<file path="src/hw/tmr_defs.svh">
// Register offsets, field positions, reset values and widths of the 16-bit timer block.
`ifndef TMR_DEFS_SVH
`define TMR_DEFS_SVH
`define TMR_OFS_COUNT 8'h00
`define TMR_OFS_CMP_A 8'h04
`define TMR_OFS_CMP_B 8'h08
`define TMR_OFS_MODE 8'h0C
`define TMR_OFS_CLKSEL 8'h10
`define TMR_OFS_OUTCTL 8'h14
`define TMR_OFS_EDGESEL 8'h18
`define TMR_OFS_SAMPSEL 8'h1C
`define TMR_OFS_P3DIR 8'h20
`define TMR_OFS_P3LATCH 8'h24
`define TMR_OFS_CPUCLK 8'h28
`define TMR_OFS_OSCMODE 8'h2C
`define TMR_RST_P3DIR 8'hFF
`define TMR_RST_BYTE 8'h00
`define TMR_RST_WORD 16'h0000
`define TMR_MODE_OVF 0
`define TMR_MODE_LO 1
`define TMR_MODE_HI 3
`define TMR_CLKSEL_LO 4
`define TMR_CLKSEL_HI 6
`define TMR_OUT_ENABLE 0
`define TMR_OUT_LEVEL 1
`define TMR_OUT_PULSE 2
`define TMR_EDGE0_LO 2
`define TMR_EDGE0_HI 3
`define TMR_CPU_EXP_MAX 3'h4
`define TMR_PWM_BASIC_BITS 8
`define TMR_PWM_SUB_BITS 14
`define TMR_SAMP_DIV32 5
`define TMR_SAMP_DIV64 6
`define TMR_SAMP_DIV128 7
`endif

</file>
<file path="src/hw/tmr_pkg.sv">
// Types shared by the 16-bit timer block.
package tmr_pkg;
   typedef enum logic [2:0] {
      TMR_STOP = 3'h0,
      TMR_PWM = 3'h1,
      TMR_FREE = 3'h2,
      TMR_FREE_TI = 3'h3,
      TMR_EDGE_CLR = 3'h4,
      TMR_EDGE_CLR_TI = 3'h5,
      TMR_MATCH_CLR = 3'h6,
      TMR_MATCH_CLR_TI = 3'h7
   } tmr_mode_t;
   typedef struct packed {
      logic valid;
      logic write;
      logic [7:0] addr;
   } tmr_ahb_req_t;
endpackage : tmr_pkg

</file>
<file path="src/hw/tmr_edge_filter.sv">
// Noise filter and valid-edge detector for the external timer input.
`timescale 1ns/1ns
module tmr_edge_filter
   import tmr_pkg::*;
(
   input wire logic clk,
   input wire logic rst,
   input wire logic ce,
   input wire logic sample,
   input wire logic pin,
   input wire logic [1:0] edge_sel,
   output logic valid_edge
);
   logic last_sample;
   logic level;

   // A level change is taken only when two consecutive samples agree on it.
   always_ff @(posedge clk) begin
      if (rst) begin
         last_sample <= 1'b0;
         level <= 1'b0;
         valid_edge <= 1'b0;
      end else if (ce) begin
         valid_edge <= 1'b0;
         if (sample) begin
            last_sample <= pin;
            if (pin == last_sample && pin != level) begin
               level <= pin;
               // Select: 00 falling, 01 rising, 11 both, 10 none.
               valid_edge <= pin ? edge_sel[0] : (edge_sel == 2'h0 || edge_sel == 2'h3);
            end
         end
      end
   end
endmodule : tmr_edge_filter

</file>
<file path="src/hw/tmr_top.sv">
// 16-bit timer/event counter with interval, PWM and pulse-generator modes on AHB-Lite.
//
// Summary of operation
// - Reset loads the port 3 direction register with all ones, inputs.
// - Edge-select register is byte written, resets to zero, sets input edges.
// - Sample-clock select is byte written, resets to zero, picks filter clock.
// - Sample choices: CPU clock, main clock over 32, 64, 128; CPU clock halts.
// - CPU clock exponent comes from control bits 0 to 2, legal 0 to 4.
// - In modes 110 and 111 a compare A match clears the counter, counting goes on, interrupt raised.
// - Count clock is chosen by clock-select bits 4 to 6.
// - With the input pin as clock, each valid edge counts once.
// - Code 111 counts watch ticks; other unlisted codes do not count.
// - PWM active width comes from the upper 14 bits of compare A.
// - PWM active level is output-control bit 1.
// - PWM mixes a 256-clock basic cycle with a 16384-clock sub-cycle.
// - Output-control bit 0 enables the timer output onto the pin.
// - Pulse mode gives a square wave: width compare B, period compare A.
// - Mode 000 stops and zeroes, 001 is PWM, 110 clears on compare A.
// - An input edge needs the new level on two consecutive samples.
//
// Implementation choices: the AHB-Lite interface to the registers and the register offsets.
`timescale 1ns/1ns
`include "tmr_defs.svh"
module tmr_top
   import tmr_pkg::*;
#(
   parameter int CNT_W = 16,
   parameter int PRE_W = 8
) (
   input wire logic clk,
   input wire logic rst,
   input wire logic ce,
   input wire logic hsel,
   input wire logic [31:0] haddr,
   input wire logic [1:0] htrans,
   input wire logic hwrite,
   input wire logic [2:0] hsize,
   input wire logic [31:0] hwdata,
   input wire logic hready,
   output logic [31:0] hrdata,
   output logic hreadyout,
   output logic hresp,
   input wire logic halt,
   input wire logic watch_tick,
   input wire logic timer_input_pin,
   output logic timer_output_pin,
   output logic timer_output_oe,
   output logic compare_a_irq,
   output logic ext_irq0
);
   if (CNT_W != 16 || PRE_W < 8) begin : g_check
      $error("tmr_top: CNT_W must be 16 and PRE_W at least 8");
   end

   ////////////////////////////////////////////////////////////////////////////
   // Registers.
   logic [CNT_W-1:0] timer_count;
   logic [CNT_W-1:0] compare_reg_a;
   logic [CNT_W-1:0] compare_reg_b;
   logic [3:0] timer_mode_control;
   logic [2:0] timer_clock_select;
   logic [2:0] timer_output_control;
   logic [7:0] ext_irq_edge_select;
   logic [1:0] sample_clock_select;
   logic [7:0] port3_direction;
   logic [7:0] port3_latch;
   logic [2:0] cpu_clock_control;
   logic main_clock_halve_select;
   tmr_ahb_req_t req;
   tmr_ahb_req_t rd_pend;
   logic [PRE_W-1:0] pre;
   logic out_level;
   logic ti_edge;

   function automatic logic div_tick(input logic [PRE_W-1:0] p, input logic [3:0] e);
      logic [PRE_W-1:0] mask;
      mask = ~({PRE_W{1'b1}} << e);
      div_tick = (p & mask) == mask;
   endfunction : div_tick

   function automatic logic [5:0] rev6(input logic [5:0] v);
      rev6 = {v[0], v[1], v[2], v[3], v[4], v[5]};
   endfunction : rev6

   function automatic logic [31:0] read_mux(input logic [7:0] a);
      case (a)
         `TMR_OFS_COUNT: read_mux = {16'h0000, timer_count};
         `TMR_OFS_CMP_A: read_mux = {16'h0000, compare_reg_a};
         `TMR_OFS_CMP_B: read_mux = {16'h0000, compare_reg_b};
         `TMR_OFS_MODE: read_mux = {28'h0000000, timer_mode_control};
         `TMR_OFS_CLKSEL: read_mux = {25'h0000000, timer_clock_select, 4'h0};
         `TMR_OFS_OUTCTL: read_mux = {29'h00000000, timer_output_control};
         `TMR_OFS_EDGESEL: read_mux = {24'h000000, ext_irq_edge_select};
         `TMR_OFS_SAMPSEL: read_mux = {30'h00000000, sample_clock_select};
         `TMR_OFS_P3DIR: read_mux = {24'h000000, port3_direction};
         `TMR_OFS_P3LATCH: read_mux = {24'h000000, port3_latch};
         `TMR_OFS_CPUCLK: read_mux = {29'h00000000, cpu_clock_control};
         `TMR_OFS_OSCMODE: read_mux = {31'h00000000, main_clock_halve_select};
         default: read_mux = 32'h00000000;
      endcase
   endfunction : read_mux

   ////////////////////////////////////////////////////////////////////////////
   // AHB-Lite slave: writes take no wait, reads take one so that a write in
   // the preceding data phase is already visible.
   logic addr_ok;
   logic wr_en;
   logic [7:0] wb;
   assign addr_ok = hsel && htrans[1] && hready;
   assign wr_en = ce && req.valid && req.write;
   assign wb = hwdata[7:0];

   always_ff @(posedge clk) begin
      if (rst) begin
         req <= '0;
         rd_pend <= '0;
         hreadyout <= 1'b1;
         hresp <= 1'b0;
         hrdata <= 32'h00000000;
      end else if (ce) begin
         req <= '0;
         rd_pend <= '0;
         hreadyout <= 1'b1;
         if (addr_ok) begin
            req <= '{valid: 1'b1, write: hwrite, addr: {haddr[7:2], 2'h0}};
            if (!hwrite) begin
               rd_pend <= '{valid: 1'b1, write: 1'b0, addr: {haddr[7:2], 2'h0}};
               hreadyout <= 1'b0;
            end
         end
         if (rd_pend.valid) begin
            hrdata <= read_mux(rd_pend.addr);
         end
      end
   end

   // Byte registers hold the low byte of the written word; compare registers take the low 16 bits.
   always_ff @(posedge clk) begin
      if (rst) begin
         port3_direction <= `TMR_RST_P3DIR;
         port3_latch <= `TMR_RST_BYTE;
         ext_irq_edge_select <= `TMR_RST_BYTE;
         sample_clock_select <= 2'h0;
         timer_clock_select <= 3'h0;
         timer_output_control <= 3'h0;
         cpu_clock_control <= 3'h0;
         main_clock_halve_select <= 1'b0;
         compare_reg_a <= `TMR_RST_WORD;
         compare_reg_b <= `TMR_RST_WORD;
      end else if (wr_en) begin
         case (req.addr)
            `TMR_OFS_P3DIR: port3_direction <= wb;
            `TMR_OFS_P3LATCH: port3_latch <= wb;
            `TMR_OFS_EDGESEL: ext_irq_edge_select <= wb;
            `TMR_OFS_SAMPSEL: sample_clock_select <= wb[1:0];
            `TMR_OFS_CLKSEL: timer_clock_select <= wb[`TMR_CLKSEL_HI:`TMR_CLKSEL_LO];
            `TMR_OFS_OUTCTL: timer_output_control <= wb[2:0];
            `TMR_OFS_CPUCLK: cpu_clock_control <= wb[2:0];
            `TMR_OFS_OSCMODE: main_clock_halve_select <= wb[0];
            `TMR_OFS_CMP_A: compare_reg_a <= hwdata[CNT_W-1:0];
            `TMR_OFS_CMP_B: compare_reg_b <= hwdata[CNT_W-1:0];
            default: ;
         endcase
      end
   end

   ////////////////////////////////////////////////////////////////////////////
   // Clock division. The main clock fxx is clk/2 when halving is off, clk when on.
   logic [3:0] fxx_ofs;
   logic [2:0] cpu_exp;
   logic samp_tick;
   logic cnt_tick;
   tmr_mode_t mode;

   assign fxx_ofs = main_clock_halve_select ? 4'h0 : 4'h1;
   // Exponents above the legal range are held at the largest legal one.
   assign cpu_exp = (cpu_clock_control > `TMR_CPU_EXP_MAX) ? `TMR_CPU_EXP_MAX
                                                           : cpu_clock_control;
   assign mode = tmr_mode_t'(timer_mode_control[`TMR_MODE_HI:`TMR_MODE_LO]);

   always_ff @(posedge clk) begin
      if (rst) begin
         pre <= '0;
      end else if (ce) begin
         pre <= pre + 1'b1;
      end
   end

   // The CPU clock choice is gated by halt, the peripheral choices are not.
   always_comb begin
      case (sample_clock_select)
         2'h0: samp_tick = !halt && div_tick(pre, 4'({1'b0, cpu_exp}) + fxx_ofs);
         2'h1: samp_tick = div_tick(pre, 4'(`TMR_SAMP_DIV32) + fxx_ofs);
         2'h2: samp_tick = div_tick(pre, 4'(`TMR_SAMP_DIV64) + fxx_ofs);
         default: samp_tick = div_tick(pre, 4'(`TMR_SAMP_DIV128) + fxx_ofs);
      endcase
   end

   // Code 001 is 2fxx, only possible when fxx is clk/2, so it is then clk itself.
   always_comb begin
      case (timer_clock_select)
         3'h0: cnt_tick = ti_edge;
         3'h1: cnt_tick = !main_clock_halve_select;
         3'h2: cnt_tick = div_tick(pre, fxx_ofs);
         3'h3: cnt_tick = div_tick(pre, 4'h1 + fxx_ofs);
         3'h4: cnt_tick = div_tick(pre, 4'h2 + fxx_ofs);
         3'h7: cnt_tick = watch_tick;
         default: cnt_tick = 1'b0;
      endcase
   end

   tmr_edge_filter u_filter (
      .clk(clk),
      .rst(rst),
      .ce(ce),
      .sample(samp_tick),
      .pin(timer_input_pin),
      .edge_sel(ext_irq_edge_select[`TMR_EDGE0_HI:`TMR_EDGE0_LO]),
      .valid_edge(ti_edge)
   );

   ////////////////////////////////////////////////////////////////////////////
   // Counter, overflow flag and compare interrupt.
   logic match_a;
   logic match_b;
   logic wr_mode;
   logic ovf_set;
   assign match_a = timer_count == compare_reg_a;
   assign match_b = timer_count == compare_reg_b;
   assign wr_mode = wr_en && req.addr == `TMR_OFS_MODE;
   assign ovf_set = cnt_tick && mode != TMR_STOP && mode != TMR_PWM && &timer_count;

   always_ff @(posedge clk) begin
      if (rst) begin
         timer_count <= `TMR_RST_WORD;
         compare_a_irq <= 1'b0;
      end else if (ce) begin
         compare_a_irq <= 1'b0;
         case (mode)
            TMR_STOP: timer_count <= `TMR_RST_WORD;
            TMR_PWM: timer_count <= cnt_tick ? timer_count + 1'b1 : timer_count;
            TMR_FREE, TMR_FREE_TI: begin
               if (cnt_tick) begin
                  timer_count <= timer_count + 1'b1;
                  compare_a_irq <= match_a;
               end
            end
            TMR_EDGE_CLR, TMR_EDGE_CLR_TI: begin
               if (ti_edge) begin
                  timer_count <= `TMR_RST_WORD;
               end else if (cnt_tick) begin
                  timer_count <= timer_count + 1'b1;
                  compare_a_irq <= match_a;
               end
            end
            TMR_MATCH_CLR, TMR_MATCH_CLR_TI: begin
               // Clearing on the tick after the match gives compare+1 ticks.
               if (cnt_tick && match_a) begin
                  timer_count <= `TMR_RST_WORD;
                  compare_a_irq <= 1'b1;
               end else if (cnt_tick) begin
                  timer_count <= timer_count + 1'b1;
               end
            end
            default: timer_count <= `TMR_RST_WORD;
         endcase
      end
   end

   // Overflow is sticky; a hardware set in the clearing write cycle wins.
   always_ff @(posedge clk) begin
      if (rst) begin
         timer_mode_control <= 4'h0;
      end else if (ce) begin
         if (wr_mode) begin
            timer_mode_control <= {wb[`TMR_MODE_HI:`TMR_MODE_LO], wb[`TMR_MODE_OVF] | ovf_set};
         end else if (ovf_set) begin
            timer_mode_control[`TMR_MODE_OVF] <= 1'b1;
         end
      end
   end

   ////////////////////////////////////////////////////////////////////////////
   // Output waveform. PWM: each of 64 basic cycles of 256 clocks is active for
   // the upper eight duty bits, and the low six bits add one clock to that
   // many basic cycles, spread by bit reversal over the sub-cycle so the
   // ripple sits at the basic rate and the filter can be fast.
   logic [13:0] duty;
   logic [8:0] width;
   logic pwm_active;
   logic lvl;
   assign lvl = timer_output_control[`TMR_OUT_LEVEL];
   assign duty = compare_reg_a[CNT_W-1:2];
   assign width = {1'b0, duty[13:6]} +
                  9'(rev6(timer_count[13:8]) < duty[5:0]);
   assign pwm_active = {1'b0, timer_count[`TMR_PWM_BASIC_BITS-1:0]} < width;

   always_ff @(posedge clk) begin
      if (rst) begin
         out_level <= 1'b0;
      end else if (ce) begin
         if (mode == TMR_PWM) begin
            out_level <= pwm_active ? lvl : !lvl;
         end else if (timer_output_control[`TMR_OUT_PULSE] &&
                      (mode == TMR_MATCH_CLR || mode == TMR_MATCH_CLR_TI)) begin
            // Period from compare A, width from compare B.
            if (cnt_tick && match_a) begin
               out_level <= 1'b1;
            end else if (cnt_tick && match_b) begin
               out_level <= 1'b0;
            end
         end
      end
   end

   // The pin shows the timer only while enabled; otherwise the port latch.
   always_ff @(posedge clk) begin
      if (rst) begin
         timer_output_pin <= 1'b0;
         timer_output_oe <= 1'b0;
         ext_irq0 <= 1'b0;
      end else if (ce) begin
         timer_output_pin <= timer_output_control[`TMR_OUT_ENABLE] ? out_level
                                                                   : port3_latch[0];
         timer_output_oe <= !port3_direction[0];
         ext_irq0 <= ti_edge;
      end
   end
endmodule : tmr_top

</file>
<file path="config.mk">
export PLATFORM = sky130hd
export DESIGN_NAME = tmr_top
export DESIGN_NICKNAME = d
export VERILOG_FILES = /design/src/hw/tmr_pkg.sv /design/src/hw/tmr_edge_filter.sv /design/src/hw/tmr_top.sv
export VERILOG_INCLUDE_DIRS = /design/src /design/src/hw
export SDC_FILE = /design/constraint.sdc
export NUM_CORES = 1
export LEC_CHECK = 0
export BUFFER_PORTS_ARGS = -buffer_cell sky130_fd_sc_hd__buf_2
export CORE_UTILIZATION = 57
export DETAILED_ROUTE_END_ITERATION = 12
export PLACE_DENSITY = 0.8
export SYNTH_ARGS = -nofsm -noshare
export SYNTH_HDL_FRONTEND = slang
export SYNTH_HIERARCHICAL = 1
export SYNTH_SLANG_ARGS = --single-unit
</file>
<file path="constraint.sdc">
create_clock -name clk -period 4.75 [get_ports clk]
set_input_delay 0.475 -clock clk [delete_from_list [all_inputs] [get_ports clk]]
set_output_delay 0.475 -clock clk [all_outputs]
set_load 0.03 [all_outputs]
</file>
==> results.toml <==
[synthesis]
ys_seq_elements = 136
async_flop_share_pct = 0
synthMuxAreaShare_pct = 12.4
synthTopCellsByArea = "dfxtp_1 37%, mux2i_1 11%, nor2_1 6.3%"
synth-compound-area-share_pct = 14.2
yosys.area_share.adder_pct = 3.08
synth_xor_area_share_pct = 6.11
synth_cells = 847
ys_seq_area_share_pct = 37.2
post_synth.cell_area_avg_um2 = 8.63
yosys.area.top_type_share_pct = 37.2
yosys_warnings = 6
ys.flop_type = "dfxtp_1"
synth_cell_types = 67
yosysTopAreaCell = "dfxtp_1"
synth_area_mm2 = 0.00731
synth_edf_count = 0
synth-simple-area-share_pct = 20.5
synth_top_family_by_area = "simple AND/OR/NAND/NOR gates"

[setup_path]
arrival_ns = 4.20
critical_path.max_stage_delay_ns = 0.42
cp_slowest_cell = "dfxtp_1"
crit_type = "reg -> reg"
critPathTopFamily = "compound AO/OA/AOI/OAI gates"
r2r-start = "compare_reg_a[3]"
critPathMaxFanout = 4
crit_required_ns = 5.10
rr_endpoint = "out_level"
start_kind = "flop"
end_kind = "flop"
r2r_setup_slack_ns = 0.90
rr_worst_depth = 18
path_buf_inv = 1
crit_start = "compare_reg_a[3]"
crit_chain = "inv_1, ha_1, a21o_1, a21o_1, a21o_1, a21o_1, a21oi_1, ha_1, ha_1, nand2_1, nor2_1, xnor2_1, ha_1, and4_1, a2111oi_0, o21ai_0, and4_1, nor3_1"

[worst_hold_path]
min-delay-start = "hwrite"
worstHoldEndpoint = "req[8]"
whs_path_depth = 3
holdCritPathClass = "in -> reg"

[clock_network]
htreeDepth = 4
clock_latency_ns = 0.43
cts-hold-fix-buffers = 0
tritoncts = "done"
clock-sinks = 136
cts_buffer_depth = 2
cts.clk_slew.worst_paths_ns = 0.06
cts_resized = 0
cts_buffers = 17
clockRootBuffer = "clkbuf_16"
cts_setup_buffers = 0

[sta]
period_needed_ns = 3.85
setup_violations = 0
timing_hold_violations_final = 0
worst_slack_ns = 0.902
clock.fmax_mhz = 260
timing.final.crit_share_pct = 81.0
relSlewSlack_pct = 32.9
skew_ns = 0.00626
tns_ns = 0
rsz0062_at_grt = "no"
worstMarginPinSlew_ns = 0.999
slew_viol_final = 0

[power]
p_leak_nw = 3.02
ir_drop_mv = 0.224
p_per_area_mw_per_mm2 = 315

[routing]
via_count = 6372
post_drt_via_cell_ratio = 6.06
antenna_left = 0
wl_per_cell_um = 17.9
drt_drc_violations_left = 0
dr.pass1.iters = 6
drt_iter0_drc = 713
routed_wirelength_um = 18800

[floorplanning]
die_area_mm2 = 0.0133
io_pins = 116
die_h_um = 115
coreArea_mm2 = 0.0126
floorplan.initialDensity_pct = 58.2
die_w_um = 115
rows = 41

[global_routing]
grt_max_degree = 76
grt_usage_pct = 29.7
grt-ovfl-total = 0
grt_pass1_vias = 5586
antenna_found_initial = 0
grt_pass1_wl_um = 29900

[placed_design]
post-dp-hpwl_um = 13000
dp_slack_ns = 0.947
place_congestion = 0.888
io_buffers = 52
placed_area_mm2 = 0.00754

[cells_and_area]
fin_nets = 962
drive_gt1_share_pct = 13.0
n_antenna_cell = 0
final_cell_area_mm2 = 0.00812
nFillCells = 1023
area_growth_syn_to_layout_pct = 11.1

[status]
status = "finished, final reports clean"

[run]
cap_viol_max_count = 0
==> power breakdown <==
group	internal, mW	total, mW	switching [mW]
clock network	0.797	1.30	0.500
registers	1.15	1.15	0.00826
logic	0.0267	0.105	0.0782
total	1.97	2.56	0.586
==> per-layer routing <==
metal | vias to the layer above | wire length, um | global-route usage (%)
met5 | - | 0 | 0
met4 | 0 | 423 | 11.6
met3 | 36 | 1700 | 6.54
met2 | 313 | 8250 | 44.2
met1 | 3018 | 8410 | 41.8
li1 | 3005 | - | -
==> Yosys cell counts (4+ instances only) <==
cell type  number
xor2_1         24
clkbuf_1       38
and3_1          6
xnor2_1        27
nor2_1        123
nand2b_1       16
buf_4          19
nand2_1        59
a21oi_1        34
nand3b_1        4
mux4_2          5
mux2i_1        79
a21o_1          6
and4_1          6
inv_1          20
nand4_1        19
a22oi_1        36
nand3_1        20
o21ai_0        37
a31oi_1         6
nor3_1          8
nor2b_1        11
buf_1           9
nor4_1          8
buf_2           9
ha_1           18
dfxtp_1       136
==> stage by stage <==
step | cells | power (mW) | util [%] | hold WS, ns
2_1_floorplan | 863 | 1.26 | - | 0.440
3_3_place_gp | 1019 | 1.28 | 60.0 | 0.442
3_5_place_dp | 1019 | 1.28 | 60.0 | 0.445
4_1_cts | 1051 | 2.57 | 64.6 | 0.296
5_1_grt | 1051 | 2.62 | 64.6 | 0.312
6_report | 1051 | 2.56 | 64.6 | 0.302
==> kinds of logic after synthesis <==
logic type               count (synthesis)
buffers and inverters                   98
other                                    1
adder cells (fa/ha/maj)                 18
AO/OA/AOI/OAI                          155
XOR/XNOR                                51
multiplexers                            84
AND/OR/NAND/NOR                        304
flip-flops                             136
==> area by class of cell <==
type / count / area (um2) / share of cell area [%]
multi-input combinational: 629 / 4190 / 51.6
sequential: 136 / 2720 / 33.5
inverter: 20 / 75.1 / 0.924
timing repair buffer: 62 / 338 / 4.16
clock inverter: 11 / 124 / 1.52
clock buffer: 21 / 460 / 5.67
tap: 172 / 215 / 2.65
==> registers in the layout, indices dropped and copies added, names as in the netlist, 7 cells and up <==
name and flops:
timer_count 16, rd_pend 7, compare_reg_b 16, compare_reg_a 16, port3_direction 8, hrdata 16, port3_latch 8, pre 8
req 8, ext_irq_edge_select 8
==> cell usage in the layout, fill, tap and decap left out, types with 19 or more instances in the layout <==
| master | synthesis | routed |
|---|---|---|
| dfxtp_1 | 136 | 136 |
| nor2_1 | 123 | 123 |
| mux2i_1 | 79 | 79 |
| nand2_1 | 59 | 59 |
| buf_2 | 9 | 51 |
| o21ai_0 | 37 | 37 |
| a22oi_1 | 36 | 36 |
| a21oi_1 | 34 | 34 |
| xnor2_1 | 27 | 27 |
| xor2_1 | 24 | 24 |
| inv_1 | 20 | 20 |
| nand3_1 | 20 | 20 |
| nand4_1 | 19 | 19 |
==> worst reg2reg max path: stages, from the launching register on <==
cell       delay, ns
dfxtp_1         0.42
inv_1           0.07
ha_1            0.27
a21o_1          0.15
a21o_1          0.17
a21o_1          0.17
a21o_1          0.18
a21oi_1         0.14
ha_1            0.21
ha_1            0.22
nand2_1         0.07
nor2_1          0.17
xnor2_1         0.14
ha_1            0.27
and4_1          0.19
a2111oi_0       0.35
o21ai_0         0.20
and4_1          0.23
nor3_1          0.15
==> worst max-delay path by stage <==
stage                      endpoint  cells after the start  slack (ns)
after CTS                 out_level                     18        0.92
after detailed placement  out_level                     18        0.95
after global placement    out_level                     18        0.98
final                     out_level                     18        0.90
after floorplan           out_level                     18        1.30
after global routing      out_level                     18        0.57
No activity file was read; power rests on OpenSTA's default activity.
